## src/rtl/hnsf_pkg.sv

```systemverilog
// Purpose: shared constants for the nibble silo host controller
// Assumes: one 250 MHz clock, asynchronous active-low reset
// Notes: the silo itself sits outside; these describe its pins and our buffer
package hnsf_pkg;
   localparam int unsigned NIBBLE_W = 4;
   localparam int unsigned SILO_DEPTH = 64;
   localparam int unsigned BUF_DEPTH = 16;
   localparam int unsigned SYNC_STAGES = 2;
   localparam logic [3:0] NIBBLE_RST = 4'h0;
   localparam logic STROBE_RST = 1'b0;
   typedef enum logic [2:0]
   {
      WR_IDLE = 3'b001,
      WR_SETUP = 3'b010,
      WR_STROBE = 3'b100
   } hnsf_wr_state_t;
   typedef enum logic [2:0]
   {
      RD_WAIT = 3'b001,
      RD_STROBE = 3'b010,
      RD_DELIVER = 3'b100
   } hnsf_rd_state_t;
endpackage

```

## src/rtl/hnsf_stream_if.sv

```systemverilog
// Purpose: valid/ready word stream between the host's own modules
// Assumes: both ends on clk_in
// Notes: data is meaningful only while valid is high
`timescale 1ns/1ns
interface hnsf_stream_if #(parameter int unsigned WIDTH = hnsf_pkg::NIBBLE_W);
   logic valid;
   logic ready;
   logic [WIDTH-1:0] data;
   modport src (output valid, output data, input ready);
   modport snk (input valid, input data, output ready);
endinterface

```

## src/rtl/hnsf_buf.sv

```systemverilog
// Purpose: synchronous FIFO buffering nibbles ahead of the silo writer
// Assumes: single clock, push and pop may coincide
// Notes: ready on the fill side drops when full, so the source is stalled
`timescale 1ns/1ns
module hnsf_buf #(
   parameter int unsigned WIDTH = hnsf_pkg::NIBBLE_W,
   parameter int unsigned DEPTH = hnsf_pkg::BUF_DEPTH
) (
   input wire logic clk_in,
   input wire logic rstn_in,
   hnsf_stream_if.snk fill,
   hnsf_stream_if.src drain
);
   localparam int unsigned AW = (DEPTH > 1) ? $clog2(DEPTH) : 1;
   generate
      if (DEPTH < 2 || (DEPTH & (DEPTH - 1)) != 0 || WIDTH < 1)
      begin : g_bad
         $error("hnsf_buf needs a power-of-two depth of at least 2");
      end
   endgenerate
   logic [WIDTH-1:0] mem [DEPTH];
   logic [AW-1:0] wr_ptr_r;
   logic [AW-1:0] rd_ptr_r;
   logic [AW:0] count_r;
   logic push;
   logic pop;
   assign fill.ready = (count_r != (AW+1)'(DEPTH));
   assign drain.valid = (count_r != '0);
   assign drain.data = mem[rd_ptr_r];
   assign push = fill.valid & fill.ready;
   assign pop = drain.valid & drain.ready;
   // storage has no reset: only words covered by count_r are ever read
   always_ff @(posedge clk_in)
   begin
      if (push)
      begin
         mem[wr_ptr_r] <= fill.data;
      end
   end
   always_ff @(posedge clk_in or negedge rstn_in)
   begin
      if (!rstn_in)
      begin
         wr_ptr_r <= '0;
         rd_ptr_r <= '0;
         count_r <= '0;
      end
      else
      begin
         if (push)
         begin
            wr_ptr_r <= wr_ptr_r + 1'b1;
         end
         if (pop)
         begin
            rd_ptr_r <= rd_ptr_r + 1'b1;
         end
         if (push && !pop)
         begin
            count_r <= count_r + 1'b1;
         end
         else if (pop && !push)
         begin
            count_r <= count_r - 1'b1;
         end
      end
   end
endmodule

```

## src/rtl/hnsf_host.sv

```systemverilog
// Purpose: host controller that fills and empties an external 64x4 nibble silo
// Assumes: silo pins are asynchronous to clk_in; all pin inputs are synchronised
// Notes: writer and reader engines run independently; words are buffered
//        on the write side in a 16-word FIFO
//        a reset in mid-read loses the word that the silo has already let go
//        silo flags are read only after their second sync stage
//        the user pop side may stall for as long as it likes
// Summary of operation
// - room flag and write strobe both high: silo captures the nibble
// - silo holds captured word until room flag and strobe both return low
// - data-ready and read strobe high: word removed, data-ready drops
// - silo keeps output data until data-ready and read strobe are low
`timescale 1ns/1ns
module hnsf_host #(
   parameter int unsigned WIDTH = hnsf_pkg::NIBBLE_W,
   parameter int unsigned DEPTH = hnsf_pkg::BUF_DEPTH
) (
   input wire logic clk_in,
   input wire logic rstn_in,
   // user push side
   input wire logic push_valid_in,
   input wire logic [WIDTH-1:0] push_data_in,
   output logic push_ready_out,
   // user pop side
   output logic pop_valid_out,
   output logic [WIDTH-1:0] pop_data_out,
   input wire logic pop_ready_in,
   // silo write pins
   input wire logic input_ready_in,
   output logic shift_in_out,
   output logic [WIDTH-1:0] write_nibble_out,
   // silo read pins
   input wire logic output_ready_in,
   input wire logic [WIDTH-1:0] read_nibble_in,
   output logic shift_out_out
);
   generate
      if (WIDTH != hnsf_pkg::NIBBLE_W)
      begin : g_bad_width
         $error("hnsf_host drives a silo that is exactly four bits wide");
      end
      if (DEPTH < 2 || (DEPTH & (DEPTH - 1)) != 0)
      begin : g_bad_depth
         $error("hnsf_host needs a power-of-two buffer depth of at least 2");
      end
      if (hnsf_pkg::SYNC_STAGES != 2)
      begin : g_bad_sync
         $error("hnsf_host synchronises its pins in exactly two stages");
      end
   endgenerate

   // user stream into the buffer, buffer stream into the write engine
   hnsf_stream_if #(.WIDTH(WIDTH)) up_if ();
   hnsf_stream_if #(.WIDTH(WIDTH)) dn_if ();

   assign up_if.valid = push_valid_in;
   assign up_if.data = push_data_in;
   assign push_ready_out = up_if.ready;

   hnsf_buf #(.WIDTH(WIDTH), .DEPTH(DEPTH)) u_buf (
      .clk_in(clk_in),
      .rstn_in(rstn_in),
      .fill(up_if),
      .drain(dn_if)
   );

   // pin synchronisers: first stage feeds only the second
   // the nibble lines cross as a word only because data-ready lags them
   logic ir_meta_r;
   logic ir_sync_r;
   logic or_meta_r;
   logic or_sync_r;
   logic [WIDTH-1:0] rd_meta_r;
   logic [WIDTH-1:0] rd_sync_r;
   always_ff @(posedge clk_in or negedge rstn_in)
   begin
      if (!rstn_in)
      begin
         ir_meta_r <= 1'b0;
         ir_sync_r <= 1'b0;
         or_meta_r <= 1'b0;
         or_sync_r <= 1'b0;
         rd_meta_r <= '0;
         rd_sync_r <= '0;
      end
      else
      begin
         ir_meta_r <= input_ready_in;
         ir_sync_r <= ir_meta_r;
         or_meta_r <= output_ready_in;
         or_sync_r <= or_meta_r;
         rd_meta_r <= read_nibble_in;
         rd_sync_r <= rd_meta_r;
      end
   end

   // write engine, independent of the read engine
   hnsf_pkg::hnsf_wr_state_t wr_state_r;
   logic [WIDTH-1:0] wr_nibble_r;
   logic shift_in_r;
   // the buffer is popped only between handshakes
   assign dn_if.ready = (wr_state_r == hnsf_pkg::WR_IDLE);
   assign write_nibble_out = wr_nibble_r;
   assign shift_in_out = shift_in_r;

   // the strobe only rises from WR_SETUP, so one word goes per handshake
   always_ff @(posedge clk_in or negedge rstn_in)
   begin
      if (!rstn_in)
      begin
         wr_state_r <= hnsf_pkg::WR_IDLE;
         wr_nibble_r <= hnsf_pkg::NIBBLE_RST;
         shift_in_r <= hnsf_pkg::STROBE_RST;
      end
      else
      begin
         case (wr_state_r)
            hnsf_pkg::WR_IDLE:
            begin
               // nibble is set up a cycle ahead of the strobe
               if (dn_if.valid)
               begin
                  wr_nibble_r <= dn_if.data;
                  wr_state_r <= hnsf_pkg::WR_SETUP;
               end
            end
            hnsf_pkg::WR_SETUP:
            begin
               // wait for room; a full silo keeps the flag low
               if (ir_sync_r)
               begin
                  shift_in_r <= 1'b1;
                  wr_state_r <= hnsf_pkg::WR_STROBE;
               end
            end
            hnsf_pkg::WR_STROBE:
            begin
               // nibble stays put until the silo drops its room flag
               if (!ir_sync_r)
               begin
                  shift_in_r <= 1'b0;
                  wr_state_r <= hnsf_pkg::WR_IDLE;
               end
            end
            default:
            begin
               // an unknown code ends any half-done handshake
               shift_in_r <= 1'b0;
               wr_state_r <= hnsf_pkg::WR_IDLE;
            end
         endcase
      end
   end

   // read engine
   // one word in hand at a time, so a stalled user also stalls the silo
   hnsf_pkg::hnsf_rd_state_t rd_state_r;
   logic [WIDTH-1:0] pop_data_r;
   logic shift_out_r;
   assign shift_out_out = shift_out_r;
   assign pop_data_out = pop_data_r;
   // the word is offered only once the silo handshake has closed
   assign pop_valid_out = (rd_state_r == hnsf_pkg::RD_DELIVER);

   always_ff @(posedge clk_in or negedge rstn_in)
   begin
      if (!rstn_in)
      begin
         rd_state_r <= hnsf_pkg::RD_WAIT;
         pop_data_r <= hnsf_pkg::NIBBLE_RST;
         shift_out_r <= hnsf_pkg::STROBE_RST;
      end
      else
      begin
         case (rd_state_r)
            hnsf_pkg::RD_WAIT:
            begin
               // data lines settle before the ready flag, and pass the
               // same two stages, so the sampled word is the presented one
               if (or_sync_r)
               begin
                  pop_data_r <= rd_sync_r;
                  shift_out_r <= 1'b1;
                  rd_state_r <= hnsf_pkg::RD_STROBE;
               end
            end
            hnsf_pkg::RD_STROBE:
            begin
               if (!or_sync_r)
               begin
                  // releasing the strobe lets the next word drop down
                  shift_out_r <= 1'b0;
                  rd_state_r <= hnsf_pkg::RD_DELIVER;
               end
            end
            hnsf_pkg::RD_DELIVER:
            begin
               // an empty silo simply leaves us waiting in RD_WAIT
               if (pop_ready_in)
               begin
                  rd_state_r <= hnsf_pkg::RD_WAIT;
               end
            end
            default:
            begin
               // an unknown code releases the read strobe as well
               shift_out_r <= 1'b0;
               rd_state_r <= hnsf_pkg::RD_WAIT;
            end
         endcase
      end
   end
endmodule

```

## config.mk

```make
export PLATFORM = sky130hd
export DESIGN_NAME = hnsf_host
export DESIGN_NICKNAME = d
export VERILOG_FILES = /design/src/rtl/hnsf_pkg.sv /design/src/rtl/hnsf_stream_if.sv /design/src/rtl/hnsf_buf.sv /design/src/rtl/hnsf_host.sv
export SDC_FILE = /design/constraint.sdc
export NUM_CORES = 1
export LEC_CHECK = 0
export BUFFER_PORTS_ARGS = -buffer_cell sky130_fd_sc_hd__buf_4
export CORE_ASPECT_RATIO = 1.2
export CORE_MARGIN = 1.5
export CORE_UTILIZATION = 38
export CTS_CLUSTER_DIAMETER = 120
export DETAILED_ROUTE_END_ITERATION = 10
export HOLD_SLACK_MARGIN = 0.05
export PLACE_DENSITY = 0.57
export SETUP_SLACK_MARGIN = 0.02
export SYNTH_ARGS = -nofsm -noshare
export SYNTH_HDL_FRONTEND = slang
export SYNTH_SLANG_ARGS = --single-unit
```

## constraint.sdc

```tcl
create_clock -name clk_in -period 3.87 [get_ports clk_in]
set_clock_uncertainty 0.2 [all_clocks]
set_input_delay 0.5805 -clock clk_in [delete_from_list [all_inputs] [get_ports clk_in]]
set_output_delay 0.5805 -clock clk_in [all_outputs]
set_load 0.1 [all_outputs]
```

# [Word level (Yosys, flattened, before mapping)]
# Memory sizes are Yosys's and may differ from the RTL's. A register that Yosys moved wholly into a read port is not among the register bits.
# Cells that the tools add are included.
[word_totals] regBits=37 latch_bits=0 ramBits=64 mem_bits_ro=0 output_inout_bits=12 mem_count=1
[op_classes] n_addsub=4 mul=0 n_div=0 n_lt_le_gt_ge=0 n_eq_ne=13 shift=0 mux=18 bitwise=4 n_reduce_logical=13
[mem_list] name="u_buf.mem" words=16 word_bits=4 rd=1 rd_clocked_by_memory_dff=1 write_ports=1 line="hnsf_buf.sv:21" source="logic [WIDTH-1:0] mem [DEPTH];"
[ops] cell="two-way mux 3 bit" count=6
[ops] cell="one-hot mux 3 bit (3 select lines)" count=2
[ops] cell="AND reduction 3 bit" count=4
[ops] cell="two-way mux 5 bit" count=2
[ops] cell="adder 4 x 1 -> 4 bit, second input constant" count=2
[ops] cell="inequality test 2 bit, second input constant" count=4
[ops] cell="== test 3 x 1 -> 1 bit, second input constant" count=2
[ops] cell="== test 3 x 2 -> 1 bit, second input constant" count=2
[ops] cell="== test 3 bit, second input constant" count=2
[ops] cell="two-way mux 1 bit" count=6
[ops] cell="one-hot mux 1 bit (3 select lines)" count=2
[ops] cell="adder 5 x 1 -> 5 bit, second input constant" count=1
[ops] cell="inequality test 5 bit, second input constant" count=1
[ops] cell="nonzero test 5 bit" count=1
[ops] cell="subtractor 5 x 1 -> 5 bit, second input constant" count=1
[ops] cell="inequality test 2 x 1 -> 1 bit, second input constant" count=2
[ops] cell="AND reduction 2 bit" count=2
[ops] cell="zero test 1 bit" count=3
[ops] cell="bitwise AND 1 bit" count=2
[ops] cell="logical AND 1 bit" count=2
[ops] cell="NOT 1 bit" count=2
[ops] cell="nonzero test 2 bit" count=1

# [Logic depth before layout (Yosys ltp)]
[logic_depth] depth_word=6 ltp_mapped=11 depth_no_buf=10

# [Hierarchy]
# Synthesis repeated with hierarchy kept, for this count alone.
[hier_totals] cells_unflattened=273 area_unflattened_um2=4332.9
[by_module_without_submodules] module="hnsf_buf" instances=1 cells_each=202 area_per_inst_um2=3308.2
[by_module_without_submodules] module="hnsf_host" instances=1 cells_each=71 area_per_inst_um2=1024.7

# [Worst setup path before layout]
# Ideal clock, no wire load.
[synth_timing] path_kind="register to output" from="register rd_state_r[0]" to="output pop_valid_out" t_arrival_ns=2.749 t_required_ns=3.089 slack_ns=0.340 path_stages_with_launch=3 path_buffers=1 cell_sequence="dfstp_2 clkbuf_1 nor3b_1"
[synth_between] elab_chain_cells=1
[synth_rtl] element="from (decl)" line="hnsf_host.sv:157" source="hnsf_pkg::hnsf_rd_state_t rd_state_r;"
[synth_rtl] element="from (signal assigned)" line="hnsf_host.sv:169" source="rd_state_r <= hnsf_pkg::RD_WAIT;"
[synth_rtl] element="from (signal assigned)" line="hnsf_host.sv:184" source="rd_state_r <= hnsf_pkg::RD_STROBE;"
[synth_rtl] element="from (signal assigned)" line="hnsf_host.sv:193" source="rd_state_r <= hnsf_pkg::RD_DELIVER;"
[synth_rtl] element="== test 3 bit" line="hnsf_host.sv:163" source="assign pop_valid_out = (rd_state_r == hnsf_pkg::RD_DELIVER);"
[synth_rtl] element="to (decl)" line="hnsf_host.sv:25" source="output logic pop_valid_out,"
# No other way between the ends.

# [Worst setup path in the final report]
[layout_timing] from="register u_buf.count_r[0]" to="register u_buf.count_r[4]"
[layout_between] elab_chain_cells=5
[layout_rtl] element="from (decl)" line="hnsf_buf.sv:24" source="logic [AW:0] count_r;"
[layout_rtl] element="from (signal assigned)" line="hnsf_buf.sv:60" source="count_r <= count_r + 1'b1;"
[layout_rtl] element="from (signal assigned)" line="hnsf_buf.sv:64" source="count_r <= count_r - 1'b1;"
[layout_rtl] element="branches (longest 5 deep; another with subtractor 5 x 1 -> 5 bit)"
# Several ways; the timed one is not identified. The select of a mux whose other input is x is not followed.
# A chain may end at the register's enable or synchronous reset.

==> reports/metrics.cfg <==
[clock_network]
cts_tree = yes
path_clk_slew_ns = 0.07
post_cts_buffers = 0
cts_buffers = 9
cts_max_level = 3
cts-resized-gates = 0
cts-root-buf = clkbuf_16
insertion_delay_ns = 0.34
ctsHoldBuffers = 1
cts_buffer_depth = 2
clkSinkCount = 105

[worst_setup_path]
r2r_end = u_buf.count_r[4]$_DFFE_PN0P_
startpoint = u_buf.count_r[0]$_DFFE_PN0P_
rrSetupSlack_ns = 0.69
worst_setup_path_end_kind = register
reg2reg_depth = 10
start_kind = register
r2r-start = u_buf.count_r[0]$_DFFE_PN0P_
crit_required_ns = 3.94
endpoint = u_buf.count_r[4]$_DFFE_PN0P_
critPathMaxFanout = 9
critPathKind = register to register
arrival_ns = 3.25

[timing]
rsz0062_at_grt = no
fin_crit_sh = 0.822
setup_viol = 0
layout_min_cycle_time_ns = 3.18
fmaxAchievable_mhz = 314
holdWs_ns = 0.138
slew_viol_final = 0
worst_pin_slew_ns = 0.870
hold_viol_final = 0
setup-tns-final_ns = 0
relSlewSlack = 0.420
setup_slack_ns = 0.690

[floorplanning]
fp.coreArea_um2 = 11000
fp-row-count = 42
start_util = 0.389
ios = 26
die_x_um = 100
die_h_um = 119
die_area_um2 = 12000

[power_and_ir_drop]
power.share.clock = 0.207
p_leak_nw = 1.82
p_per_area_nw_per_um2 = 836
p_switching_mw = 1.56
internal_power_mw = 2.51
ir_drop_uv = 399
p_comb_frac = 0.376
sw_frac_of_total = 0.384
seqPwrFrac = 0.417

[drt]
drc = 0
via_per_inst = 5.00
vias = 2118
first_pass_iters = 4
wl_per_cell_um = 16.8
ant_nets = 0
initialDrtViolationCount = 85
routed_wl_um = 7110

[place]
port_buffers = 25
place_hpwl_um = 4860
pre_cts_slack_ns = 0.688
dp.cells = 407
gp_congestion = 0.716
dpl-instance-area_um2 = 4590

[synthesis]
syn-num-nets = 282
yosysWarnings = 0
avgSynthCellArea_um2 = 16.6
synth-seq-cells = 105
netlist_instances = 258
synth_area_leaders = edfxtp_1 45%, dfrtp_1 23%, mux4_1 4.9%
synth-seq-area-share = 0.687
syn-cell-area_um2 = 4300
synth.distinct_cells = 37
synth.top_cell.area_share = 0.447
yosys.area.top_type = edfxtp_1

[global_routing]
grtUsageTotal = 0.131
grt_pass1_wl_um = 11500
grt_start_max_net_pins = 42
antenna_found_initial = 0
grt_pass1_vias = 2192
grt-ovfl-total = 0

[final_layout]
drive_gt1_frac = 0.236
mostFrequentLayoutCells = 64 x edfxtp_1, 39 x dfrtp_1, 27 x buf_4
finalNonFillerCells = 424
areaGrowthSynthToFinish_pct = 13.5
fin_nets = 311
layout_commonest_cell = edfxtp_1
postLayoutCellArea_um2 = 4880
insertedDiodeCount = 0
nFillCells = 968

[flow_run]
maxCapViolCount = 0

[status]
outcome = completed

[hold_path]
min_path_type = input pin to register
hold_start = read_nibble_in[2]

## worst min-delay path by stage
stage                              to  slack (ns)  cells after the start
6_report       rd_meta_r[2]$_DFF_PN0_        0.14                      1
5_1_grt        rd_meta_r[2]$_DFF_PN0_        0.12                      1
4_1_cts           ir_meta_r$_DFF_PN0_        0.13                      1
3_5_place_dp      ir_sync_r$_DFF_PN0_        0.14                      0
3_3_place_gp      ir_sync_r$_DFF_PN0_        0.13                      0
2_1_floorplan     ir_meta_r$_DFF_PN0_        0.08                      0
## worst max-delay path, cell delays in order (launching register included)
cell and delay [ns]:
dfrtp_1 0.44, or4_4 0.55, o211a_1 0.39, inv_1 0.11, ha_1 0.17, inv_1 0.11
fa_1 0.42, a21o_1 0.18, a21oi_1 0.17, mux2i_1 0.23, xnor2_1 0.13
## power groups by stage
| stage | logic [mW] | clock network (mW) | registers [mW] |
|---|---|---|---|
| 5_1_grt | 1.67 | 0.910 | 1.74 |
| 4_1_cts | 1.56 | 0.868 | 1.71 |
| 3_5_place_dp | 1.55 | 0 | 1.73 |
| 6_report | 1.53 | 0.843 | 1.70 |
| 2_1_floorplan | 1.01 | 0 | 1.95 |
| 3_3_place_gp | 1.53 | 0 | 1.72 |
## logic make-up after synthesis
kind of cell,synth area share
flops,0.687
simple gates,0.0679
mux,0.133
compound gates,0.0355
buf+inv,0.0213
xor+xnor,0.0245
fa+ha+maj,0.0309
## area by class of cell
cell class | instances | area, um^2 | share of cell area
flip-flops and latches | 105 | 2950 | 0.605
repair buffers | 28 | 213 | 0.0436
multi-input cells | 138 | 1250 | 0.257
inverters | 5 | 18.8 | 0.00385
clock buffers | 9 | 225 | 0.0462
clock inverters | 7 | 51.3 | 0.0105
well taps | 132 | 165 | 0.0339
## state kept, by name (all words and copies together) (netlist names)
register	flops
pop_data_out	4
u_buf.count_r	5
rd_meta_r	4
ir_sync_r	1
u_buf.mem	64
shift_in_out	1
u_buf.rd_ptr_r	4
rd_sync_r	4
or_sync_r	1
rd_state_r	3
ir_meta_r	1
write_nibble_out	4
or_meta_r	1
u_buf.wr_ptr_r	4
wr_state_r	3
shift_out_out	1
## cell usage after synthesis
library cell  number
nand2b_1           6
xor2_1             2
dfrtp_1           39
mux4_2             8
nor3_1             4
fa_1               1
a21oi_1           11
mux2_4             5
dfstp_2            2
a21o_2             1
o22ai_1            4
a21o_1             1
buf_2              3
clkbuf_1           3
or4_4              1
mux2_2             5
nor3b_1            4
or3b_2             1
nand4_1            2
xnor2_1           10
buf_1              1
or2_2              2
o21ai_0            7
ha_1               9
mux4_1             8
a21boi_2           1
inv_1              5
o211a_1            1
nor2_1            22
edfxtp_1          64
buf_12             1
nor4_1             1
mux2i_1            5
nor2b_1            2
buf_6              2
nand2_1           13
nor4b_1            1
## metrics by stage
| stage | util | power [mW] |
|---|---|---|
| floorplan | - | 2.95 |
| global placement | 0.416 | 3.26 |
| detailed placement | 0.416 | 3.28 |
| CTS | 0.442 | 4.13 |
| global route | 0.442 | 4.32 |
| finish | 0.442 | 4.08 |
## per-layer routing
layer / global-route usage / routed length, um / vias up
li1: - / - / 1026
met5: 0 / 0 / -
met4: 0.0581 / 136 / 0
met3: 0.0305 / 177 / 11
met2: 0.211 / 3700 / 28
met1: 0.169 / 3100 / 1053
(Power assumes the default switching activity.)
